==> config.mk <==
export PLATFORM = sky130hd
export DESIGN_NAME = adf_status_regs
export DESIGN_NICKNAME = d
export VERILOG_FILES = /design/src/logic/adf_chan_state.v /design/src/logic/adf_status_regs.v
export VERILOG_INCLUDE_DIRS = /design/src /design/src/include
export SDC_FILE = /design/constraint.sdc
export NUM_CORES = 1
export LEC_CHECK = 0
export BUFFER_PORTS_ARGS = -buffer_cell sky130_fd_sc_hd__buf_2
export CAP_MARGIN = 0
export CORE_MARGIN = 2
export CORE_UTILIZATION = 53
export DETAILED_ROUTE_END_ITERATION = 10
export GPL_TIMING_DRIVEN = 0
export PLACE_DENSITY = 0.92
export SLEW_MARGIN = 20
export SYNTH_ARGS = -nofsm -noshare
export SYNTH_HDL_FRONTEND = slang
export SYNTH_SLANG_ARGS = --single-unit
export TNS_END_PERCENT = 5
==> constraint.sdc <==
create_clock -name aclk -period 2.55 [get_ports aclk]
set_input_delay 0.765 -clock aclk [delete_from_list [all_inputs] [get_ports aclk]]
set_output_delay 0.765 -clock aclk [all_outputs]
set_load 0.05 [all_outputs]
==> src/include/adf_consts.vh <==
// Constants for the amplifier diagnostic and fault status register bank.
// Assumes inclusion by bare name from design files; definitions only.
`ifndef ADF_CONSTS_VH
`define ADF_CONSTS_VH

// Register indices; byte address is four times the index
`define ADF_IDX_DIAG34     6'h0d
`define ADF_IDX_LINE_DET   6'h0e
`define ADF_IDX_CH_STATE   6'h0f
`define ADF_IDX_CH_FAULT   6'h10
`define ADF_IDX_GLB_FAULT  6'h11
`define ADF_IDX_THERM_SD   6'h12
`define ADF_IDX_WARN       6'h13
`define ADF_IDX_STATE_REQ  6'h20
`define ADF_IDX_DIAG_CTRL  6'h21
`define ADF_IDX_IRQ_STAT   6'h22
`define ADF_IDX_IRQ_MASK   6'h23

// Reset values
`define ADF_RST_ZERO       8'h00
`define ADF_RST_CH_STATE   8'h55
`define ADF_RST_WARN       8'h20
`define ADF_RST_STATE_REQ  8'h55
`define ADF_RST_IRQ        5'h00

// Channel states
`define ADF_ST_PLAY        2'h0
`define ADF_ST_HIZ         2'h1
`define ADF_ST_MUTE        2'h2
`define ADF_ST_DIAG        2'h3

// Field positions
`define ADF_WARN_POR_BIT   5
`define ADF_DCTRL_INH_BIT  0
`define ADF_IRQ_CH_FAULT   0
`define ADF_IRQ_GLB_FAULT  1
`define ADF_IRQ_THERM_SD   2
`define ADF_IRQ_WARN       3
`define ADF_IRQ_DIAG_DONE  4
`define ADF_IRQ_W          5

// AXI responses
`define ADF_RESP_OKAY      2'h0
`define ADF_RESP_DECERR    2'h3

`endif

==> src/logic/adf_chan_state.v <==
// One channel's operating-state tracker with automatic diagnostic entry.
// Assumes the diagnostic engine answers a start pulse with a done pulse.
`timescale 1ns/1ps
`default_nettype none
`include "adf_consts.vh"

module adf_chan_state (
	input  wire       aclk,
	input  wire       aresetn,
	input  wire [1:0] req_state,
	input  wire       inhibit,
	input  wire       fault,
	input  wire       diag_done,
	output reg  [1:0] state_r,
	output reg        diag_start_r
);

	reg [1:0] prev_req_r;
	reg [1:0] state_nxt;
	reg       start_nxt;

	always @* begin
		state_nxt = state_r;
		start_nxt = 1'b0;
		case (state_r)
			`ADF_ST_DIAG: begin
				// Manual request stays parked in Hi-Z so it does not loop
				if (diag_done) begin
					state_nxt = (req_state == `ADF_ST_DIAG) ? `ADF_ST_HIZ : req_state;
				end
			end
			`ADF_ST_PLAY, `ADF_ST_HIZ, `ADF_ST_MUTE: begin
				if (fault && state_r != `ADF_ST_HIZ) begin
					state_nxt = inhibit ? `ADF_ST_HIZ : `ADF_ST_DIAG;
					start_nxt = !inhibit;
				end else if (req_state == `ADF_ST_DIAG && prev_req_r != `ADF_ST_DIAG) begin
					state_nxt = `ADF_ST_DIAG;
					start_nxt = 1'b1;
				end else if (req_state != `ADF_ST_DIAG && req_state != state_r) begin
					if (state_r == `ADF_ST_HIZ && !inhibit) begin
						state_nxt = `ADF_ST_DIAG;
						start_nxt = 1'b1;
					end else begin
						state_nxt = req_state;
					end
				end
			end
			default: begin
				state_nxt = `ADF_ST_HIZ;
			end
		endcase
	end

	always @(posedge aclk) begin
		if (!aresetn) begin
			state_r      <= `ADF_ST_HIZ;
			prev_req_r   <= `ADF_ST_HIZ;
			diag_start_r <= 1'b0;
		end else begin
			state_r      <= state_nxt;
			prev_req_r   <= req_state;
			diag_start_r <= start_nxt;
		end
	end

endmodule // adf_chan_state
`default_nettype wire

==> src/logic/adf_status_regs.v <==
// Diagnostic and fault status bank with writable control registers, AXI4-Lite slave and interrupt.
// Assumes detector inputs are synchronous to aclk and hold their latest result.
//
// Contract
// Channel 3/4 diagnostic nibbles: short-ground, short-supply, open, shorted load.
// Line-level detect bits 3..0 for channels 1..4; upper nibble reads zero.
// Two-bit present state per channel, channel 1 highest: play, hi-z, mute, diag.
// Channel state report reads 0x55 after reset.
// Overcurrent ch1..4 in bits 7..4, DC fault ch1..4 in bits 3..0, reset zero.
// Global faults: clock, stage OV, battery OV, stage UV, battery UV in bits 4..0.
// Global thermal shutdown bit 4, per-channel shutdown bits 3..0.
// Warnings: power-on reset bit 5, global and per-channel thermal warnings.
// Warning register resets to 0x20 with power-on indication set.
// Requested state uses the same encoding, defaulting to hi-z.
// Diagnostics run on leaving hi-z and after fault unless inhibited.
// Status registers ignore writes and show the latest detector result; the warning register's power-on bit is held until read.
//
// Added by the designer: the AXI4-Lite interface to the registers.
`timescale 1ns/1ps
`default_nettype none
`include "adf_consts.vh"

module adf_status_regs (
	input  wire        aclk,
	input  wire        aresetn,
	// AXI4-Lite slave
	input  wire [7:0]  s_axi_awaddr,
	input  wire        s_axi_awvalid,
	output reg         s_axi_awready,
	input  wire [31:0] s_axi_wdata,
	input  wire [3:0]  s_axi_wstrb,
	input  wire        s_axi_wvalid,
	output reg         s_axi_wready,
	output reg  [1:0]  s_axi_bresp,
	output reg         s_axi_bvalid,
	input  wire        s_axi_bready,
	input  wire [7:0]  s_axi_araddr,
	input  wire        s_axi_arvalid,
	output reg         s_axi_arready,
	output reg  [31:0] s_axi_rdata,
	output reg  [1:0]  s_axi_rresp,
	output reg         s_axi_rvalid,
	input  wire        s_axi_rready,
	// Detector results
	input  wire [3:0]  short_to_ground_flag,
	input  wire [3:0]  short_to_supply_flag,
	input  wire [3:0]  open_load_flag,
	input  wire [3:0]  shorted_load_flag,
	input  wire [3:0]  line_level_detect,
	input  wire [3:0]  overcurrent_flag,
	input  wire [3:0]  dc_offset_flag,
	input  wire        invalid_clock,
	input  wire        stage_supply_overvoltage,
	input  wire        battery_overvoltage,
	input  wire        stage_supply_undervoltage,
	input  wire        battery_undervoltage,
	input  wire        global_thermal_shutdown,
	input  wire [3:0]  thermal_shutdown_flag,
	input  wire        logic_supply_por_event,
	input  wire        global_thermal_warning,
	input  wire [3:0]  thermal_warning_flag,
	input  wire [3:0]  diag_done,
	// Block outputs
	output reg  [3:0]  diag_start_r,
	output reg         irq_r
);

	////////////////////////////////////////////////////////////////////////
	// Helpers

	function [7:0] rise8;
		input [7:0] cur;
		input [7:0] prev;
		begin
			rise8 = cur & ~prev;
		end
	endfunction

	function [5:0] word_idx;
		input [7:0] addr;
		begin
			word_idx = addr[7:2];
		end
	endfunction

	function mapped;
		input [5:0] idx;
		begin
			mapped = (idx >= `ADF_IDX_DIAG34 && idx <= `ADF_IDX_WARN) ||
				(idx >= `ADF_IDX_STATE_REQ && idx <= `ADF_IDX_IRQ_MASK);
		end
	endfunction

	////////////////////////////////////////////////////////////////////////
	// Status registers

	reg [7:0]            diag34_r;
	reg [3:0]            line_det_r;
	reg [7:0]            ch_fault_r;
	reg [4:0]            glb_fault_r;
	reg [4:0]            therm_sd_r;
	reg [4:0]            therm_warn_r;
	reg                  por_seen_r;
	reg [7:0]            state_req_r;
	reg                  auto_diag_inhibit_r;
	reg [`ADF_IRQ_W-1:0] irq_stat_r;
	reg [`ADF_IRQ_W-1:0] irq_mask_r;

	wire [7:0] ch_state_report;
	wire [7:0] warn_word;
	wire [3:0] start_w;

	// Per-channel nibble: short-ground, short-supply, open, shorted (high to low)
	wire [7:0] diag34_nxt = {short_to_ground_flag[2], short_to_supply_flag[2],
		open_load_flag[2], shorted_load_flag[2],
		short_to_ground_flag[3], short_to_supply_flag[3],
		open_load_flag[3], shorted_load_flag[3]};

	// Port bit n is channel n+1; register places channel 1 highest
	wire [7:0] ch_fault_nxt = {overcurrent_flag[0], overcurrent_flag[1],
		overcurrent_flag[2], overcurrent_flag[3],
		dc_offset_flag[0], dc_offset_flag[1], dc_offset_flag[2], dc_offset_flag[3]};

	wire [3:0] line_det_nxt = {line_level_detect[0], line_level_detect[1],
		line_level_detect[2], line_level_detect[3]};

	wire [4:0] glb_fault_nxt = {invalid_clock, stage_supply_overvoltage,
		battery_overvoltage, stage_supply_undervoltage, battery_undervoltage};

	wire [4:0] therm_sd_nxt = {global_thermal_shutdown, thermal_shutdown_flag[0],
		thermal_shutdown_flag[1], thermal_shutdown_flag[2], thermal_shutdown_flag[3]};

	wire [4:0] therm_warn_nxt = {global_thermal_warning, thermal_warning_flag[0],
		thermal_warning_flag[1], thermal_warning_flag[2], thermal_warning_flag[3]};

	assign warn_word = {2'b00, por_seen_r, therm_warn_r};

	////////////////////////////////////////////////////////////////////////
	// Channel state trackers

	genvar gi;
	generate
		for (gi = 0; gi < 4; gi = gi + 1) begin : g_ch
			adf_chan_state u_state (
				.aclk         (aclk),
				.aresetn      (aresetn),
				.req_state    (state_req_r[7-2*gi -: 2]),
				.inhibit      (auto_diag_inhibit_r),
				.fault        (overcurrent_flag[gi] | dc_offset_flag[gi]),
				.diag_done    (diag_done[gi]),
				.state_r      (ch_state_report[7-2*gi -: 2]),
				.diag_start_r (start_w[gi])
			);
		end
	endgenerate

	////////////////////////////////////////////////////////////////////////
	// AXI4-Lite write path

	reg       aw_got_r;
	reg       w_got_r;
	reg [5:0] aw_idx_r;
	reg [7:0] wbyte_r;
	reg       wlane0_r;

	wire do_write = aw_got_r && w_got_r && !s_axi_bvalid;
	wire wr_ctl   = do_write && wlane0_r;

	always @(posedge aclk) begin
		if (!aresetn) begin
			s_axi_awready <= 1'b1;
			s_axi_wready  <= 1'b1;
			s_axi_bvalid  <= 1'b0;
			s_axi_bresp   <= `ADF_RESP_OKAY;
			aw_got_r      <= 1'b0;
			w_got_r       <= 1'b0;
			aw_idx_r      <= 6'h00;
			wbyte_r       <= `ADF_RST_ZERO;
			wlane0_r      <= 1'b0;
		end else begin
			if (s_axi_awvalid && s_axi_awready) begin
				aw_idx_r      <= word_idx(s_axi_awaddr);
				aw_got_r      <= 1'b1;
				s_axi_awready <= 1'b0;
			end
			if (s_axi_wvalid && s_axi_wready) begin
				wbyte_r      <= s_axi_wdata[7:0];
				wlane0_r     <= s_axi_wstrb[0];
				w_got_r      <= 1'b1;
				s_axi_wready <= 1'b0;
			end
			if (do_write) begin
				aw_got_r     <= 1'b0;
				w_got_r      <= 1'b0;
				s_axi_bvalid <= 1'b1;
				s_axi_bresp  <= mapped(aw_idx_r) ? `ADF_RESP_OKAY : `ADF_RESP_DECERR;
			end
			if (s_axi_bvalid && s_axi_bready) begin
				s_axi_bvalid  <= 1'b0;
				s_axi_awready <= 1'b1;
				s_axi_wready  <= 1'b1;
			end
		end
	end

	////////////////////////////////////////////////////////////////////////
	// AXI4-Lite read path

	wire       rd_take = s_axi_arvalid && s_axi_arready;
	wire [5:0] rd_idx  = word_idx(s_axi_araddr);
	reg  [7:0] rd_byte;

	always @* begin
		case (rd_idx)
			`ADF_IDX_DIAG34:    rd_byte = diag34_r;
			`ADF_IDX_LINE_DET:  rd_byte = {4'h0, line_det_r};
			`ADF_IDX_CH_STATE:  rd_byte = ch_state_report;
			`ADF_IDX_CH_FAULT:  rd_byte = ch_fault_r;
			`ADF_IDX_GLB_FAULT: rd_byte = {3'h0, glb_fault_r};
			`ADF_IDX_THERM_SD:  rd_byte = {3'h0, therm_sd_r};
			`ADF_IDX_WARN:      rd_byte = warn_word;
			`ADF_IDX_STATE_REQ: rd_byte = state_req_r;
			`ADF_IDX_DIAG_CTRL: rd_byte = {7'h00, auto_diag_inhibit_r};
			`ADF_IDX_IRQ_STAT:  rd_byte = {3'h0, irq_stat_r};
			`ADF_IDX_IRQ_MASK:  rd_byte = {3'h0, irq_mask_r};
			default:            rd_byte = `ADF_RST_ZERO;
		endcase
	end

	always @(posedge aclk) begin
		if (!aresetn) begin
			s_axi_arready <= 1'b1;
			s_axi_rvalid  <= 1'b0;
			s_axi_rdata   <= 32'h00000000;
			s_axi_rresp   <= `ADF_RESP_OKAY;
		end else begin
			if (rd_take) begin
				s_axi_arready <= 1'b0;
				s_axi_rvalid  <= 1'b1;
				s_axi_rdata   <= {24'h000000, rd_byte};
				s_axi_rresp   <= mapped(rd_idx) ? `ADF_RESP_OKAY : `ADF_RESP_DECERR;
			end
			if (s_axi_rvalid && s_axi_rready) begin
				s_axi_rvalid  <= 1'b0;
				s_axi_arready <= 1'b1;
			end
		end
	end

	////////////////////////////////////////////////////////////////////////
	// Status capture; bus writes never reach these

	// Power-on flag is sticky so software can see it; a read of warnings
	// clears it, but a new event in the same cycle keeps it set
	wire por_rd_clr = rd_take && rd_idx == `ADF_IDX_WARN;
	wire [7:0] warn_reset_val = `ADF_RST_WARN;

	always @(posedge aclk) begin
		if (!aresetn) begin
			diag34_r     <= `ADF_RST_ZERO;
			line_det_r   <= 4'h0;
			ch_fault_r   <= `ADF_RST_ZERO;
			glb_fault_r  <= 5'h00;
			therm_sd_r   <= 5'h00;
			therm_warn_r <= 5'h00;
			por_seen_r   <= warn_reset_val[`ADF_WARN_POR_BIT];
		end else begin
			diag34_r     <= diag34_nxt;
			line_det_r   <= line_det_nxt;
			ch_fault_r   <= ch_fault_nxt;
			glb_fault_r  <= glb_fault_nxt;
			therm_sd_r   <= therm_sd_nxt;
			therm_warn_r <= therm_warn_nxt;
			if (logic_supply_por_event) begin
				por_seen_r <= 1'b1;
			end else if (por_rd_clr) begin
				por_seen_r <= 1'b0;
			end
		end
	end

	////////////////////////////////////////////////////////////////////////
	// Control registers

	always @(posedge aclk) begin
		if (!aresetn) begin
			state_req_r         <= `ADF_RST_STATE_REQ;
			auto_diag_inhibit_r <= 1'b0;
			irq_mask_r          <= `ADF_RST_IRQ;
		end else if (wr_ctl) begin
			case (aw_idx_r)
				`ADF_IDX_STATE_REQ: state_req_r <= wbyte_r;
				`ADF_IDX_DIAG_CTRL: auto_diag_inhibit_r <= wbyte_r[`ADF_DCTRL_INH_BIT];
				`ADF_IDX_IRQ_MASK:  irq_mask_r <= wbyte_r[`ADF_IRQ_W-1:0];
				default: begin
				end
			endcase
		end
	end

	////////////////////////////////////////////////////////////////////////
	// Interrupts

	reg  [7:0] ch_fault_q_r;
	reg  [4:0] glb_fault_q_r;
	reg  [4:0] therm_sd_q_r;
	reg  [5:0] warn_q_r;
	wire [7:0] warn_rise = rise8({2'b00, por_seen_r, therm_warn_r}, {2'b00, warn_q_r});
	wire [7:0] sd_rise   = rise8({3'h0, therm_sd_r}, {3'h0, therm_sd_q_r});
	wire [7:0] glb_rise  = rise8({3'h0, glb_fault_r}, {3'h0, glb_fault_q_r});
	wire [`ADF_IRQ_W-1:0] irq_evt;
	wire [`ADF_IRQ_W-1:0] irq_clr;
	wire [`ADF_IRQ_W-1:0] irq_stat_nxt;

	assign irq_evt[`ADF_IRQ_CH_FAULT]  = |rise8(ch_fault_r, ch_fault_q_r);
	assign irq_evt[`ADF_IRQ_GLB_FAULT] = |glb_rise;
	assign irq_evt[`ADF_IRQ_THERM_SD]  = |sd_rise;
	assign irq_evt[`ADF_IRQ_WARN]      = |warn_rise;
	assign irq_evt[`ADF_IRQ_DIAG_DONE] = |diag_done;

	assign irq_clr = (wr_ctl && aw_idx_r == `ADF_IDX_IRQ_STAT) ?
		wbyte_r[`ADF_IRQ_W-1:0] : `ADF_RST_IRQ;
	// Set wins over a write-one clear in the same cycle
	assign irq_stat_nxt = (irq_stat_r & ~irq_clr) | irq_evt;

	always @(posedge aclk) begin
		if (!aresetn) begin
			ch_fault_q_r  <= `ADF_RST_ZERO;
			glb_fault_q_r <= 5'h00;
			therm_sd_q_r  <= 5'h00;
			warn_q_r      <= 6'h00;
			irq_stat_r    <= `ADF_RST_IRQ;
			irq_r         <= 1'b0;
			diag_start_r  <= 4'h0;
		end else begin
			ch_fault_q_r  <= ch_fault_r;
			glb_fault_q_r <= glb_fault_r;
			therm_sd_q_r  <= therm_sd_r;
			warn_q_r      <= {por_seen_r, therm_warn_r};
			irq_stat_r    <= irq_stat_nxt;
			irq_r         <= |(irq_stat_nxt & irq_mask_r);
			diag_start_r  <= start_w;
		end
	end

endmodule // adf_status_regs
`default_nettype wire

==> run_results.csv <==
group,metric,value,unit
outcome,status,"complete, no violations",
synth,ys_warn_count,0,
synth,synth_seq_cells,136,
route,drt-vias-per-instance,5.70,
critical_path,cp_top_family,"simple AND/OR/NAND/NOR gates",
critical_path,cp.required,2.93,ns
cts,cts_root_buf,"clkbuf_8",
synth,yosysSeqAreaShare,45.8,%
route,antenna_left,0,
cts,clkLatencyLatePin,0.53,ns
synth,ys_async_sr_fraction,0,%
route,firstDrtPassIters,5,
critical_path,ff2ff_path_depth,5,
floorplan,ios,153,
grt,grt_pass1_wl,24800,um
critical_path,arrival,2.83,ns
route,drcViolationCount,0,
sta,grt_setup_unrepaired,"false",
power,p_leak,3.14,nW
sta,min_period_over_period,96.3,%
critical_path,rrSetupSlack,0.09,ns
cts,post_cts_buffers,0,
worst_hold_path,hp-class,"in2reg",
floorplan,start_util,54.6,%
layout,drive_gt1_share,21.7,%
layout,fin_util,67.0,%
critical_path,cp.buffers_inverters,0,
synth,syn_avg_cell_area,8.81,um^2
layout,layout.cells.non_filler,957,
critical_path,cp-start-kind,"flop",
sta,slew_headroom,26.1,%
job,max_cap_violations,0,
critical_path,path_cells,"or4b_4 -> o41ai_1 -> nand4_1 -> nand2_1 -> a41oi_1",
critical_path,critPathSlowestCell,"o41ai_1",
worst_hold_path,hold_path_depth,2,
synth,synth_ff_type,"dfxtp_1",
sta,setup_viol,0,
sta,fin_worst_skew,0.00662,ns
cts,clockBufferDepth,2,
critical_path,max_stage_delay,0.79,ns
power,power.density,831,nW/um^2
route,wl,16500,um
synth,ys_types,63,
critical_path,end_kind,"flop",
place,hpwl,11300,um
layout,nNetsFinal,911,
route,vias,5458,
power,peakVddDrop,0.627,mV
place,dpl.cell_count,925,
grt,antenna_found_initial,0,
layout,nFillCells,846,
sta,tightestPinTransition,1.08,ns
floorplan,die_x,110,um
place,port_buffers,87,
grt,grt_pass1_vias,5006,
cts,path_clk_slew,0.06,ns
route,drt_iter0_drc,441,
cts,cts_hold_buf,0,
grt,grt_max_degree,17,
cts,cts.sinks,136,
cts,cts_made_buffers,17,
layout,diodes,0,
critical_path,cp.depth,5,
floorplan,die-area,12100,um^2
synth,synth_cells,675,
cts,cts_tree,"built",
place,globalplace.congestion,0.991,
synth,netlist_area,5950,um^2
floorplan,chipHeight,110,um
layout,area_growth,22.7,%
sta,maxSlewViolCount,0,
critical_path,crit_type,"reg2reg",
floorplan,core,10900,um^2
cts,htree_num_levels,4,
route,wire_per_inst,17.2,um
cts,cts_repair_resize_count,0,
grt,overflow,0,
grt,grt_usage,27.6,%
floorplan,rows,38,
sta,hold_viol_final,0,
critical_path,worstPathMaxFanout,5,
sta,fmax,0.407,GHz
sta,fin_crit,2.46,ns
synth,synth_edf_count,0,
-- cells in the mapped netlist, types with 9 or more instances --
cell        n  area (um^2)
a21oi_1    45          225
a22o_1     13          114
mux2_2      9          101
nor2b_1    21          131
dfxtp_1   136         2720
and2_1     69          432
and3_1     10         62.6
buf_4      28          210
clkbuf_1   28          105
o22ai_1    12         75.1
nand3_1    12         60.1
nor2_1     41          154
nand2b_1   14         87.6
inv_1      33          124
nand2_1    62          233
o21ai_0    23          115
a31oi_1     9         56.3
-- metal layers --
metal	part of all wire, %	GRT usage (%)	wire, um
met5	0	0	0
met4	4.7	15.6	777
met3	8.2	5.93	1360
met2	48	46.8	7840
met1	40	32.1	6520
-- where the power goes --
group / switching (mW) / total [mW] / internal (mW)
registers: 0.0833 / 2.35 / 2.27
logic: 0.626 / 0.998 / 0.372
clock network: 0.927 / 2.71 / 1.79
total: 1.64 / 6.06 / 4.43
-- worst paths after layout --
path                                start              end
max                           aw_idx_r[2]            irq_r
min                     open_load_flag[2]      diag34_r[5]
max reg2reg                   aw_idx_r[2]            irq_r
min reg2reg  g_ch[2].u_state.diag_start_r  diag_start_r[2]
-- cells in the final DEF, fill, tap and decap left out, types with 24 or more instances in the layout --
master / Yosys / layout
buf_4: 28 / 28
buf_2: 5 / 92
conb_1: 1 / 24
inv_1: 33 / 33
nor2_1: 41 / 41
a21oi_1: 45 / 45
and2_1: 69 / 69
clkbuf_1: 28 / 31
nand2_1: 62 / 62
dfxtp_1: 136 / 136
-- cell type report --
class,count,area [um^2],area share (%)
clock inverters,12,224,3.07
plain buffers,65,378,5.18
multi-input cells,464,2810,38.5
clock buffers,20,425,5.83
inverters,33,124,1.70
repair buffers,87,435,5.97
flip-flops and latches,136,2720,37.3
well taps,140,175,2.40
-- through the flow --
step / setup WS, ns / TNS, ns / instance area [um^2] / total power, mW / hold WS (ns)
finish: 0.0942 / 0 / 7300 / 6.06 / 0.436
global route: 0.0743 / 0 / 7300 / 6.25 / 0.430
CTS: 0.216 / 0 / 7290 / 6.04 / 0.430
detailed placement: -0.227 / -0.580 / 6650 / 3.35 / 0.421
global placement: -0.181 / -0.429 / 6650 / 3.33 / 0.417
floorplan: 0.140 / 0 / 6030 / 3.11 / 0.412
-- worst reg2reg max path: cells and delay by family, from the launching register on --
kind | cells | cell delay, ns
AND/OR/NAND/NOR | 3 | 1.05
flip-flops | 1 | 0.34
AO/OA/AOI/OAI | 2 | 0.92
-- cell families after synthesis --
kind of cell	after synthesis	synth area share [%]
AO/OA/AOI/OAI	165	19.1
flip-flops	136	45.8
buffers and inverters	98	8.43
other	1	0.0630
AND/OR/NAND/NOR	256	22.8
multiplexers	18	3.64
XOR/XNOR	1	0.147
-- registers in the layout (all words and copies together) (netlist names), 4 cells and up --
name,cells
diag34_r,8
state_req_r,8
g_ch.u_state.prev_req_r,8
g_ch.u_state.state_r,8
line_det_r,4
aw_idx_r,6
s_axi_rdata,8
glb_fault_r,5
therm_sd_r,5
diag_start_r,4
therm_sd_q_r,5
irq_stat_r,5
g_ch.u_state.diag_start_r,4
therm_warn_r,5
wbyte_r,8
warn_q_r,6
irq_mask_r,5
ch_fault_r,8
ch_fault_q_r,8
glb_fault_q_r,5
(Power assumes the default switching activity.)
